**config.mk**
```make
export PLATFORM = sky130hd
export DESIGN_NAME = oscillator_output_gating
export DESIGN_NICKNAME = d
export VERILOG_FILES = /design/src/verilog/osc_gating_pkg.sv /design/src/verilog/divider_if.sv /design/src/verilog/oscillator_output_gating.sv /design/src/verilog/tick_divider.sv
export SDC_FILE = /design/constraint.sdc
export NUM_CORES = 1
export LEC_CHECK = 0
export BUFFER_PORTS_ARGS = -buffer_cell sky130_fd_sc_hd__buf_2
export CAP_MARGIN = 10
export CORE_UTILIZATION = 35
export CTS_CLUSTER_SIZE = 25
export DETAILED_ROUTE_END_ITERATION = 8
export GPL_TIMING_DRIVEN = 1
export HOLD_SLACK_MARGIN = 0.02
export PLACE_DENSITY = 0.52
export SETUP_SLACK_MARGIN = 0.02
export SYNTH_ARGS = -nofsm -noshare
export SYNTH_HDL_FRONTEND = slang
export SYNTH_SLANG_ARGS = --single-unit
```
**constraint.sdc**
```tcl
create_clock -name ref_clk -period 2.5 [get_ports ref_clk]
set_input_delay 0.125 -clock ref_clk [delete_from_list [all_inputs] [get_ports ref_clk]]
set_output_delay 0.125 -clock ref_clk [all_outputs]
set_load 0.05 [all_outputs]
```
**src/verilog/osc_gating_pkg.sv**
```systemverilog
package osc_gating_pkg;

    // master oscillator model and timing, in ns and derived cycles
    localparam int CLK_PERIOD_NS = 40;
    localparam int INT_PERIOD_NS = 160;
    localparam int INT_HALF_CYCLES_I = (INT_PERIOD_NS / 2 + CLK_PERIOD_NS - 1) / CLK_PERIOD_NS;
    localparam logic [7:0] INT_HALF_CYCLES = INT_HALF_CYCLES_I[7:0];

    // divider half periods, in master ticks
    localparam logic [7:0] PRIMARY_HALF = 8'h01;
    localparam logic [7:0] DIVIDED_HALF = 8'h02;

    // first rise of both outputs no later than this many master periods
    localparam logic [8:0] FIRST_RISE_LIMIT = 9'h100;
    localparam logic [8:0] STAB_TICKS = 9'h0fe;

    typedef enum logic [2:0] {
        ST_OFF,
        ST_WAIT_OE,
        ST_STAB,
        ST_RUN,
        ST_BREAK
    } state_t;

endpackage : osc_gating_pkg

```
**src/verilog/divider_if.sv**
```systemverilog
`timescale 1ns/10ps
`default_nettype none
interface divider_if;
    logic tick;
    logic clear;
    logic level;
    logic rise;
    modport ctrl (output tick, output clear, input level, input rise);
    modport div (input tick, input clear, output level, output rise);
endinterface : divider_if
`default_nettype wire

```
**src/verilog/oscillator_output_gating.sv**
```systemverilog
// Overview of operation
// RULE_01: after power-up or power-down release, stabilization waits until output_enable is high.
// RULE_02: output_enable dropped during stabilization keeps the gated output low afterwards.
// RULE_03: with external reference selected, stabilization counts external input clock periods.
// RULE_04: primary output ignores enable, but never starts while enable held low at power-up.
// RULE_05: both outputs rise first within 256 master periods of power-up or release; the code counts from stabilization start, once output_enable is high.
// RULE_06: source switch inserts a low break of at least half an internal period.
// RULE_07: output_enable changes take effect only at divided clock rises, no short phases.
`timescale 1ns/10ps
`default_nettype none
module oscillator_output_gating (
    input wire logic ref_clk,
    input wire logic sys_rst,
    input wire logic power_down_n,
    input wire logic output_enable,
    input wire logic reference_select_n,
    input wire logic reference_input,
    output logic primary_clock_out,
    output logic gated_clock_out,
    output var osc_gating_pkg::state_t phase_state
);
    import osc_gating_pkg::*;

    divider_if prim_if ();
    divider_if div_if ();

    state_t state;
    state_t next_state;
    logic [7:0] int_cnt;
    logic [7:0] next_int_cnt;
    logic int_phase;
    logic next_int_phase;
    logic ref_prev;
    logic sel_ext;
    logic next_sel_ext;
    logic [8:0] stab_count;
    logic [8:0] next_stab_count;
    logic [7:0] break_cnt;
    logic [7:0] next_break_cnt;
    logic gate_en;
    logic next_gate_en;
    logic next_primary;
    logic next_gated;
    logic int_tick;
    logic ext_tick;
    logic master_tick;
    logic req_ext;
    logic req_tick;

    assign req_ext = !reference_select_n;
    assign int_tick = (int_cnt == INT_HALF_CYCLES - 8'h01) && !int_phase;
    assign ext_tick = reference_input && !ref_prev;
    assign master_tick = sel_ext ? ext_tick : int_tick; // see RULE_03
    assign req_tick = req_ext ? ext_tick : int_tick;

    assign prim_if.tick = master_tick;
    assign div_if.tick = master_tick;
    assign prim_if.clear = (state != ST_RUN);
    assign div_if.clear = (state != ST_RUN);

    tick_divider #(.HALF(PRIMARY_HALF)) u_primary (
        .ref_clk(ref_clk),
        .sys_rst(sys_rst),
        .port(prim_if)
    );

    tick_divider #(.HALF(DIVIDED_HALF)) u_divided (
        .ref_clk(ref_clk),
        .sys_rst(sys_rst),
        .port(div_if)
    );

    // internal oscillator model
    always_comb
    begin
        next_int_cnt = int_cnt + 8'h01;
        next_int_phase = int_phase;
        if (int_cnt == INT_HALF_CYCLES - 8'h01)
        begin
            next_int_cnt = 8'h00;
            next_int_phase = !int_phase;
        end
    end

    always_ff @(posedge ref_clk)
    begin
        if (sys_rst)
        begin
            int_cnt <= 8'h00;
            int_phase <= 1'b0;
            ref_prev <= 1'b0;
        end
        else
        begin
            int_cnt <= next_int_cnt;
            int_phase <= next_int_phase;
            ref_prev <= reference_input;
        end
    end

    // start-up, run and source switching sequence
    always_comb
    begin
        next_state = state;
        next_sel_ext = sel_ext;
        next_stab_count = stab_count;
        next_break_cnt = break_cnt;
        next_gate_en = gate_en;
        unique case (state)
            ST_OFF:
            begin
                next_sel_ext = req_ext;
                next_gate_en = 1'b0;
                if (power_down_n)
                    next_state = ST_WAIT_OE;
            end
            ST_WAIT_OE:
            begin
                next_sel_ext = req_ext;
                next_stab_count = 9'h000;
                if (output_enable)
                    next_state = ST_STAB; // see RULE_01, see RULE_04
            end
            ST_STAB:
            begin
                if (master_tick)
                    next_stab_count = stab_count + 9'h001; // see RULE_03
                if (master_tick && stab_count == STAB_TICKS - 9'h001)
                    next_state = ST_RUN; // see RULE_05
            end
            ST_RUN:
            begin
                if (div_if.rise)
                    next_gate_en = output_enable; // see RULE_02, see RULE_07
                if (req_ext != sel_ext)
                begin
                    next_state = ST_BREAK;
                    next_break_cnt = 8'h00;
                    next_gate_en = 1'b0;
                end
            end
            ST_BREAK:
            begin
                if (break_cnt < INT_HALF_CYCLES)
                    next_break_cnt = break_cnt + 8'h01; // see RULE_06
                else if (req_tick)
                begin
                    next_sel_ext = req_ext;
                    next_state = ST_RUN;
                end
            end
        endcase
        if (!power_down_n)
            next_state = ST_OFF;
    end

    always_comb
    begin
        next_primary = (state == ST_RUN) && prim_if.level; // see RULE_04, see RULE_06
        next_gated = (state == ST_RUN) && div_if.level && gate_en; // see RULE_07
    end

    always_ff @(posedge ref_clk)
    begin
        if (sys_rst)
        begin
            state <= ST_OFF;
            sel_ext <= 1'b0;
            stab_count <= 9'h000;
            break_cnt <= 8'h00;
            gate_en <= 1'b0;
            primary_clock_out <= 1'b0;
            gated_clock_out <= 1'b0;
            phase_state <= ST_OFF;
        end
        else
        begin
            state <= next_state;
            sel_ext <= next_sel_ext;
            stab_count <= next_stab_count;
            break_cnt <= next_break_cnt;
            gate_en <= next_gate_en;
            primary_clock_out <= next_primary;
            gated_clock_out <= next_gated;
            phase_state <= next_state;
        end
    end

    // helper: master ticks since stabilization start, saturating at 1023, and a flag set at the first divided rise
    logic [9:0] since_start;
    logic seen_div;
    always_ff @(posedge ref_clk)
    begin
        if (sys_rst || state == ST_WAIT_OE || state == ST_OFF)
        begin
            since_start <= 10'h000;
            seen_div <= 1'b0;
        end
        else
        begin
            if (master_tick && since_start != 10'h3ff)
                since_start <= since_start + 10'h001;
            if (div_if.rise)
                seen_div <= 1'b1;
        end
    end
endmodule : oscillator_output_gating
`default_nettype wire

```
**src/verilog/tick_divider.sv**
```systemverilog
`timescale 1ns/10ps
`default_nettype none
module tick_divider #(
    parameter logic [7:0] HALF = 8'h01
) (
    input wire logic ref_clk,
    input wire logic sys_rst,
    divider_if.div port
);
    logic [7:0] cnt;
    logic level;
    logic [7:0] next_cnt;
    logic next_level;
    logic wrap;

    assign wrap = (cnt == HALF - 8'h01);
    assign port.level = level;
    assign port.rise = port.tick && wrap && !level && !port.clear;

    always_comb
    begin
        next_cnt = cnt;
        next_level = level;
        if (port.clear)
        begin
            next_cnt = 8'h00;
            next_level = 1'b0;
        end
        else if (port.tick)
        begin
            next_cnt = wrap ? 8'h00 : cnt + 8'h01;
            next_level = wrap ? !level : level;
        end
    end

    always_ff @(posedge ref_clk)
    begin
        if (sys_rst)
        begin
            cnt <= 8'h00;
            level <= 1'b0;
        end
        else
        begin
            cnt <= next_cnt;
            level <= next_level;
        end
    end
endmodule : tick_divider
`default_nettype wire

```
==> results of run 1 <==
-- critical path: cells and delay by family, from the launching register on --
| family | cells | cell delay (ps) |
|---|---|---|
| flops | 1 | 400 |
| simple gates | 3 | 860 |
| fa+ha+maj | 1 | 190 |
| compound gates | 2 | 410 |
-- area by class of cell --
class / count / area [um2] / area share
Clock inverter: 2 / 60.1 / 0.0217
Timing Repair Buffer: 12 / 65.1 / 0.0236
Clock buffer: 5 / 68.8 / 0.0249
Inverter: 13 / 48.8 / 0.0177
Multi-Input combinational cell: 200 / 1360 / 0.492
Tap cell: 96 / 120 / 0.0435
Sequential cell: 52 / 1040 / 0.377
-- power by group --
| group | switching, uW | internal, uW | leakage, uW |
|---|---|---|---|
| combinational | 92.2 | 59.1 | 0.000541 |
| clock | 263 | 394 | 0.0000642 |
| sequential | 17.7 | 841 | 0.000420 |
-- kinds of logic after synthesis --
family / count (synthesis) / share of synthesized area
compound gates: 26 / 0.0816
xor+xnor: 29 / 0.102
fa+ha+maj: 9 / 0.0450
buf+inv: 21 / 0.0405
flops: 52 / 0.416
mux: 3 / 0.0145
simple gates: 133 / 0.300
-- layer usage --
| metal | vias up | track usage | share of wire |
|---|---|---|---|
| met1 | 823 | 0.172 | 0.51 |
| met3 | 8 | 0.0257 | 0.021 |
| li1 | 966 | - | - |
| met4 | 0 | 0.0576 | 0.017 |
| met5 | - | 0 | 0 |
| met2 | 28 | 0.206 | 0.45 |
-- sequential cells by signal, indices dropped and copies added, names as in the netlist, 3 cells and up --
name and cells:
stab_count 9, break_cnt 8, int_cnt 8, u_divided.cnt 8, u_primary.cnt 8, state 3
-- metrics by stage --
step / setup WS [ps] / cell area (um2) / total power [uW] / hold WS [ps]
6_report: 506 / 2760 / 1670 / 61.1
5_1_grt: 332 / 2760 / 1750 / 69.6
4_1_cts: 483 / 2760 / 1700 / 51.8
3_5_place_dp: 490 / 2630 / 1030 / 371
3_3_place_gp: 545 / 2630 / 1030 / 361
2_1_floorplan: 395 / 2500 / 1000 / 253
-- worst max-delay path by stage --
stage | start | endpoint | slack [ps] | cells after the start
6_report | int_cnt[0] | u_divided.cnt[1] | 510 | 6
5_1_grt | int_cnt[0] | u_divided.cnt[3] | 330 | 6
4_1_cts | int_cnt[0] | u_divided.cnt[3] | 480 | 6
3_5_place_dp | int_cnt[0] | u_divided.cnt[1] | 490 | 6
3_3_place_gp | int_cnt[0] | u_divided.cnt[1] | 540 | 6
2_1_floorplan | state[1] | stab_count[7] | 390 | 7
-- cell usage in the layout, fill, tap and decap left out, drive strengths merged, types with 3 or more instances in the layout --
cell,instances
buf,12
clkbuf,5
nor4,3
xor2,16
o21ai,3
nor2b,3
nand2,13
nor4b,5
nor3,11
and2,9
ha,9
nand3,11
and3,10
inv,13
nor2,43
a21oi,9
nand4,14
a22oi,3
dfxtp,52
xnor2,13
==> impl_metrics.toml, run 1 <==
[synth]
seq_area_frac_synth = 0.416
synth_top_area_cell = "dfxtp_1"
netlist_top_cells_area = "dfxtp_1 (42%), nor2_1 (6.5%), xor2_1 (5.6%)"
synth_most_common_cell = "dfxtp_1"
ys_ff_latch = 52
syn_area_um2 = 2500
synthArstFlopShare = 0
synth_edf_count = 0
ys.warnings.count = 0
ys.flop_type = "dfxtp_1"
ys_top_cells_by_count = "dfxtp_1 (52), nor2_1 (43), xor2_1 (16)"
ys_types = 50
synth_nets = 288
syn_area_per_cell_um2 = 9.16
yosysTopAreaCellShare = 0.416
netlist_instances = 273

[detailed_routing]
routed_wl_um = 4360
drt_iter0_markers = 53
drc = 0
drt_pass1_iterations = 4
ant_nets = 0
via_count = 1825
post_drt_wl_per_cell_um = 11.5
viasPerCell = 4.80

[hold_path]
min_to = "ref_prev"
min_path_type = "in2reg"
min_path_cells = 2
min_from = "reference_input"

[worst_setup_path]
crit_type = "reg2reg"
cp-end-kind = "flip-flop"
worstPathCellList = "ha_1, nor4b_4, a31o_4, and3_4, nand2b_1, a211oi_1"
critical-path-max-stage-delay_ps = 400
reg2reg_setup_slack_ps = 510
reg2reg_to = "u_divided.cnt[1]"
crit_arrival_ps = 2170
reg2reg_depth = 6
crit_slowest_cell = "dfxtp_1"
worst_ep_required_time_ps = 2680
crit-reg2reg-launch = "int_cnt[0]"
cp-start-kind = "flip-flop"
cp_max_fo = 14

[sta]
setup_violations = 0
fin_skew_ps = 6.15
finalHoldViolCount = 0
period_share = 0.797
slew_headroom = 0.572
min_period_ps = 1990
final_max_slew_viol_count = 0
setup_tns_ps = 0
rsz0062_at_grt = "no"
timing.fmax_ghz = 0.502
worst_slew_pin_slew_ps = 637

[placed_design]
gp_congestion = 0.778
port_buffers = 10
dp_hpwl_um = 3200
dp.cells = 373

[grt]
grt_max_degree = 16
grt_overflow = 0
gr-usage-all-layers = 0.130
grt_pass1_vias = 1703
grt_pass1_wl_um = 7690
grt_antenna_before_repair = 0

[power]
vdd_drop_max_mv = 0.394
leakage_uw = 0.00103
powerDensity_nw_per_um2 = 603

[layout]
synthToLayoutAreaGrowth_pct = 10.5
drive_gt1_frac = 0.127
final_util = 0.404
n_fill_cell = 735
diodes = 0
stdcell_count = 380
final_net_count = 299

[cts]
cts_resized = 0
cts_buffer_depth = 2
ctsHoldBuffers = 0
postCtsSetupRepairBufs = 0
cts_root_buffer = "clkbuf_8"
numCtsBuffers = 5
insertion_delay_ps = 300
clock-sinks = 52
htreeDepth = 2
cts_tree = "done"
clkTransAtPathRegs_ps = 90

[floorplan]
fp.dieArea_um2 = 7480
ios = 11
coreArea_um2 = 6830
start_util = 0.366
rows = 30
die_w_um = 86.5
fp.dieH_um = 86.5

[run_status]
status = "finished, final reports clean"

[flow_run]
cap_viol_max_count = 0
Note: power is estimated with default switching activity, not from simulation.
==> run 2, diff against run 1 <==
Settings changed: ABC_AREA set to 1, PLACE_DENSITY 0.52 to 0.54.
Clock period 2.5 ns to 1.8 ns, I/O delays scaled along.
==> run 2 against run 1 <==
Die area increased by 2.9%. Sequential share of layout area is 1.3 points lower. Combinational power up 100%. Critical path type unchanged. Largest cell class unchanged.
==> impl_metrics.toml, run 2 <==
[layout]
drive_gt1_frac = 0.151
synthToLayoutAreaGrowth_pct = 11.2
seq_area_um2 = 1040
diodes = 0
n_fill_cell = 718
final_common_cell = "nand2_1"
final_net_count = 386
final_util = 0.412
largest_register_ffs = 9
layout_common_cells = "nand2_1 (57), dfxtp_1 (51), inv_1 (50)"
largest_register = "stab_count"
multiInputGateArea_um2 = 1310

[sta]
min_period_ps = 1610
rsz0062_at_grt = "no"
setup_tns_ps = 0
fin_skew_ps = 7.59
period_share = 0.897
worst_slew_pin_slew_ps = 386
final_max_slew_viol_count = 0
finalHoldViolCount = 0
timing.fmax_ghz = 0.619
setup_violations = 0
fin_ws_ps = 185
slew_headroom = 0.741

[power]
combinationalPowerShare = 0.138
vdd_drop_max_mv = 0.338
powerDensity_nw_per_um2 = 769
switchingPower_uw = 610
p_sw_frac = 0.277
p_int_uw = 1590
power_frac_seq = 0.545
leakage_uw = 0.00111
power_frac_clock = 0.317

[detailed_routing]
viasPerCell = 4.60
ant_nets = 0
post_drt_wl_per_cell_um = 10.2
drt_pass1_iterations = 4
drc = 0
via_count = 2155
drt_iter0_markers = 99
routed_wl_um = 4770

[synth]
syn_area_um2 = 2570
yosysTopAreaCellShare = 0.404
ys.flop_type = "dfxtp_1"
ys_ff_latch = 52
ys_top_cells_by_count = "nand2_1 (57), dfxtp_1 (52), inv_1 (50)"
synth_nets = 366
synthArstFlopShare = 0
ys.warnings.count = 0
ys_types = 32
netlist_instances = 351
synth_top_area_cell = "dfxtp_1"
synth_edf_count = 0
synth_most_common_cell = "nand2_1"
syn_area_per_cell_um2 = 7.34
netlist_top_cells_area = "dfxtp_1 (40%), nand2_1 (8.3%), inv_1 (7.3%)"
seq_area_frac_synth = 0.404

[worst_setup_path]
crit_arrival_ps = 1820
crit_type = "reg2reg"
cp_max_fo = 9
worst_ep_required_time_ps = 2010
cp-end-kind = "flip-flop"
cp-start-kind = "flip-flop"

[floorplan]
fp.dieArea_um2 = 7700
coreArea_um2 = 6940
die_w_um = 87.8
fp.dieH_um = 87.8
rows = 30
ios = 11
start_util = 0.371

[run_status]
status = "finished, final reports clean"

[cts]
clock-sinks = 52
insertion_delay_ps = 300
ctsHoldBuffers = 0
cts_root_buffer = "clkbuf_8"
htreeDepth = 2
numCtsBuffers = 5
clkTransAtPathRegs_ps = 100
cts_tree = "done"
cts_buffer_depth = 2

[hold_path]
min_path_type = "in2reg"

[flow_run]
cap_viol_max_count = 0

[placed_design]
gp_congestion = 0.777
dp_slack_ps = 123
dp_hpwl_um = 3550
port_buffers = 10

[grt]
grt_pass1_wl_um = 8690
grt_max_degree = 16
grt_overflow = 0
gr-usage-all-layers = 0.143
grt_antenna_before_repair = 0
grt_pass1_vias = 2002
## run 2: layer usage
metal | up-vias | GRT usage | part of all wire
met5 | - | 0 | 0
met4 | 0 | 0.0596 | 0.017
met3 | 8 | 0.0320 | 0.029
met2 | 27 | 0.229 | 0.44
met1 | 955 | 0.185 | 0.52
li1 | 1165 | - | -
## run 2: cells by family (layout without fill, tap and decap cells)
kind of cell    count (synthesis)  count (layout)  share of synthesized area
fa+ha+maj                       9               9                     0.0437
simple gates                  178             178                      0.341
flops                          52              52                      0.404
buf+inv                        59              80                     0.0889
xor+xnor                        6               6                     0.0204
compound gates                 47              47                      0.102
## run 2: worst max-delay path: stages, from the launching register on
cell,delay [ps]
dfxtp_1,340
inv_1,60
ha_1,140
nand2_2,70
nor2_4,160
nand3_2,100
nand2_4,130
nand2_2,100
nand2_4,120
nand2_1,100
o21ai_1,130
a21oi_1,50
## run 2: layout make-up
type,count,area share
Multi-Input combinational cell,240,0.456
Sequential cell,52,0.364
Inverter,57,0.0747
Tap cell,96,0.0420
Timing Repair Buffer,15,0.0306
Clock buffer,7,0.0302
Clock inverter,1,0.00262
## run 2: timing repair
item / 4_1_cts / 5_1_grt
gates resized for setup: 0 / 1
buffers inserted: 0 / 4
setup endpoints to repair: 0 / 17
## run 2: worst paths after layout
kind                        start            end  slack (ps)  cells after the start
hold / removal    reference_input       ref_prev          50                      3
setup reg to reg       int_cnt[1]  stab_count[6]         190                     11
hold reg to reg      break_cnt[7]   break_cnt[7]         440                      2
setup / recovery       int_cnt[1]  stab_count[6]         190                     11
## run 2: stage by stage
stage,instances,power (uW),hold slack (ps),area (um2)
after detailed placement,456,1520,361,2740
after global routing,468,2330,31.3,2860
after CTS,464,2220,29.4,2830
final,468,2200,45.3,2860
after global placement,456,1520,358,2740
after floorplan,351,1460,167,2570
## run 2: power by group through the flow
| stage | sequential [uW] | clock, uW | combinational, uW |
|---|---|---|---|
| 2_1_floorplan | 1240 | 0 | 221 |
| 6_report | 1200 | 697 | 305 |
| 5_1_grt | 1210 | 775 | 348 |
| 3_3_place_gp | 1230 | 0 | 290 |
| 4_1_cts | 1200 | 732 | 293 |
| 3_5_place_dp | 1230 | 0 | 292 |
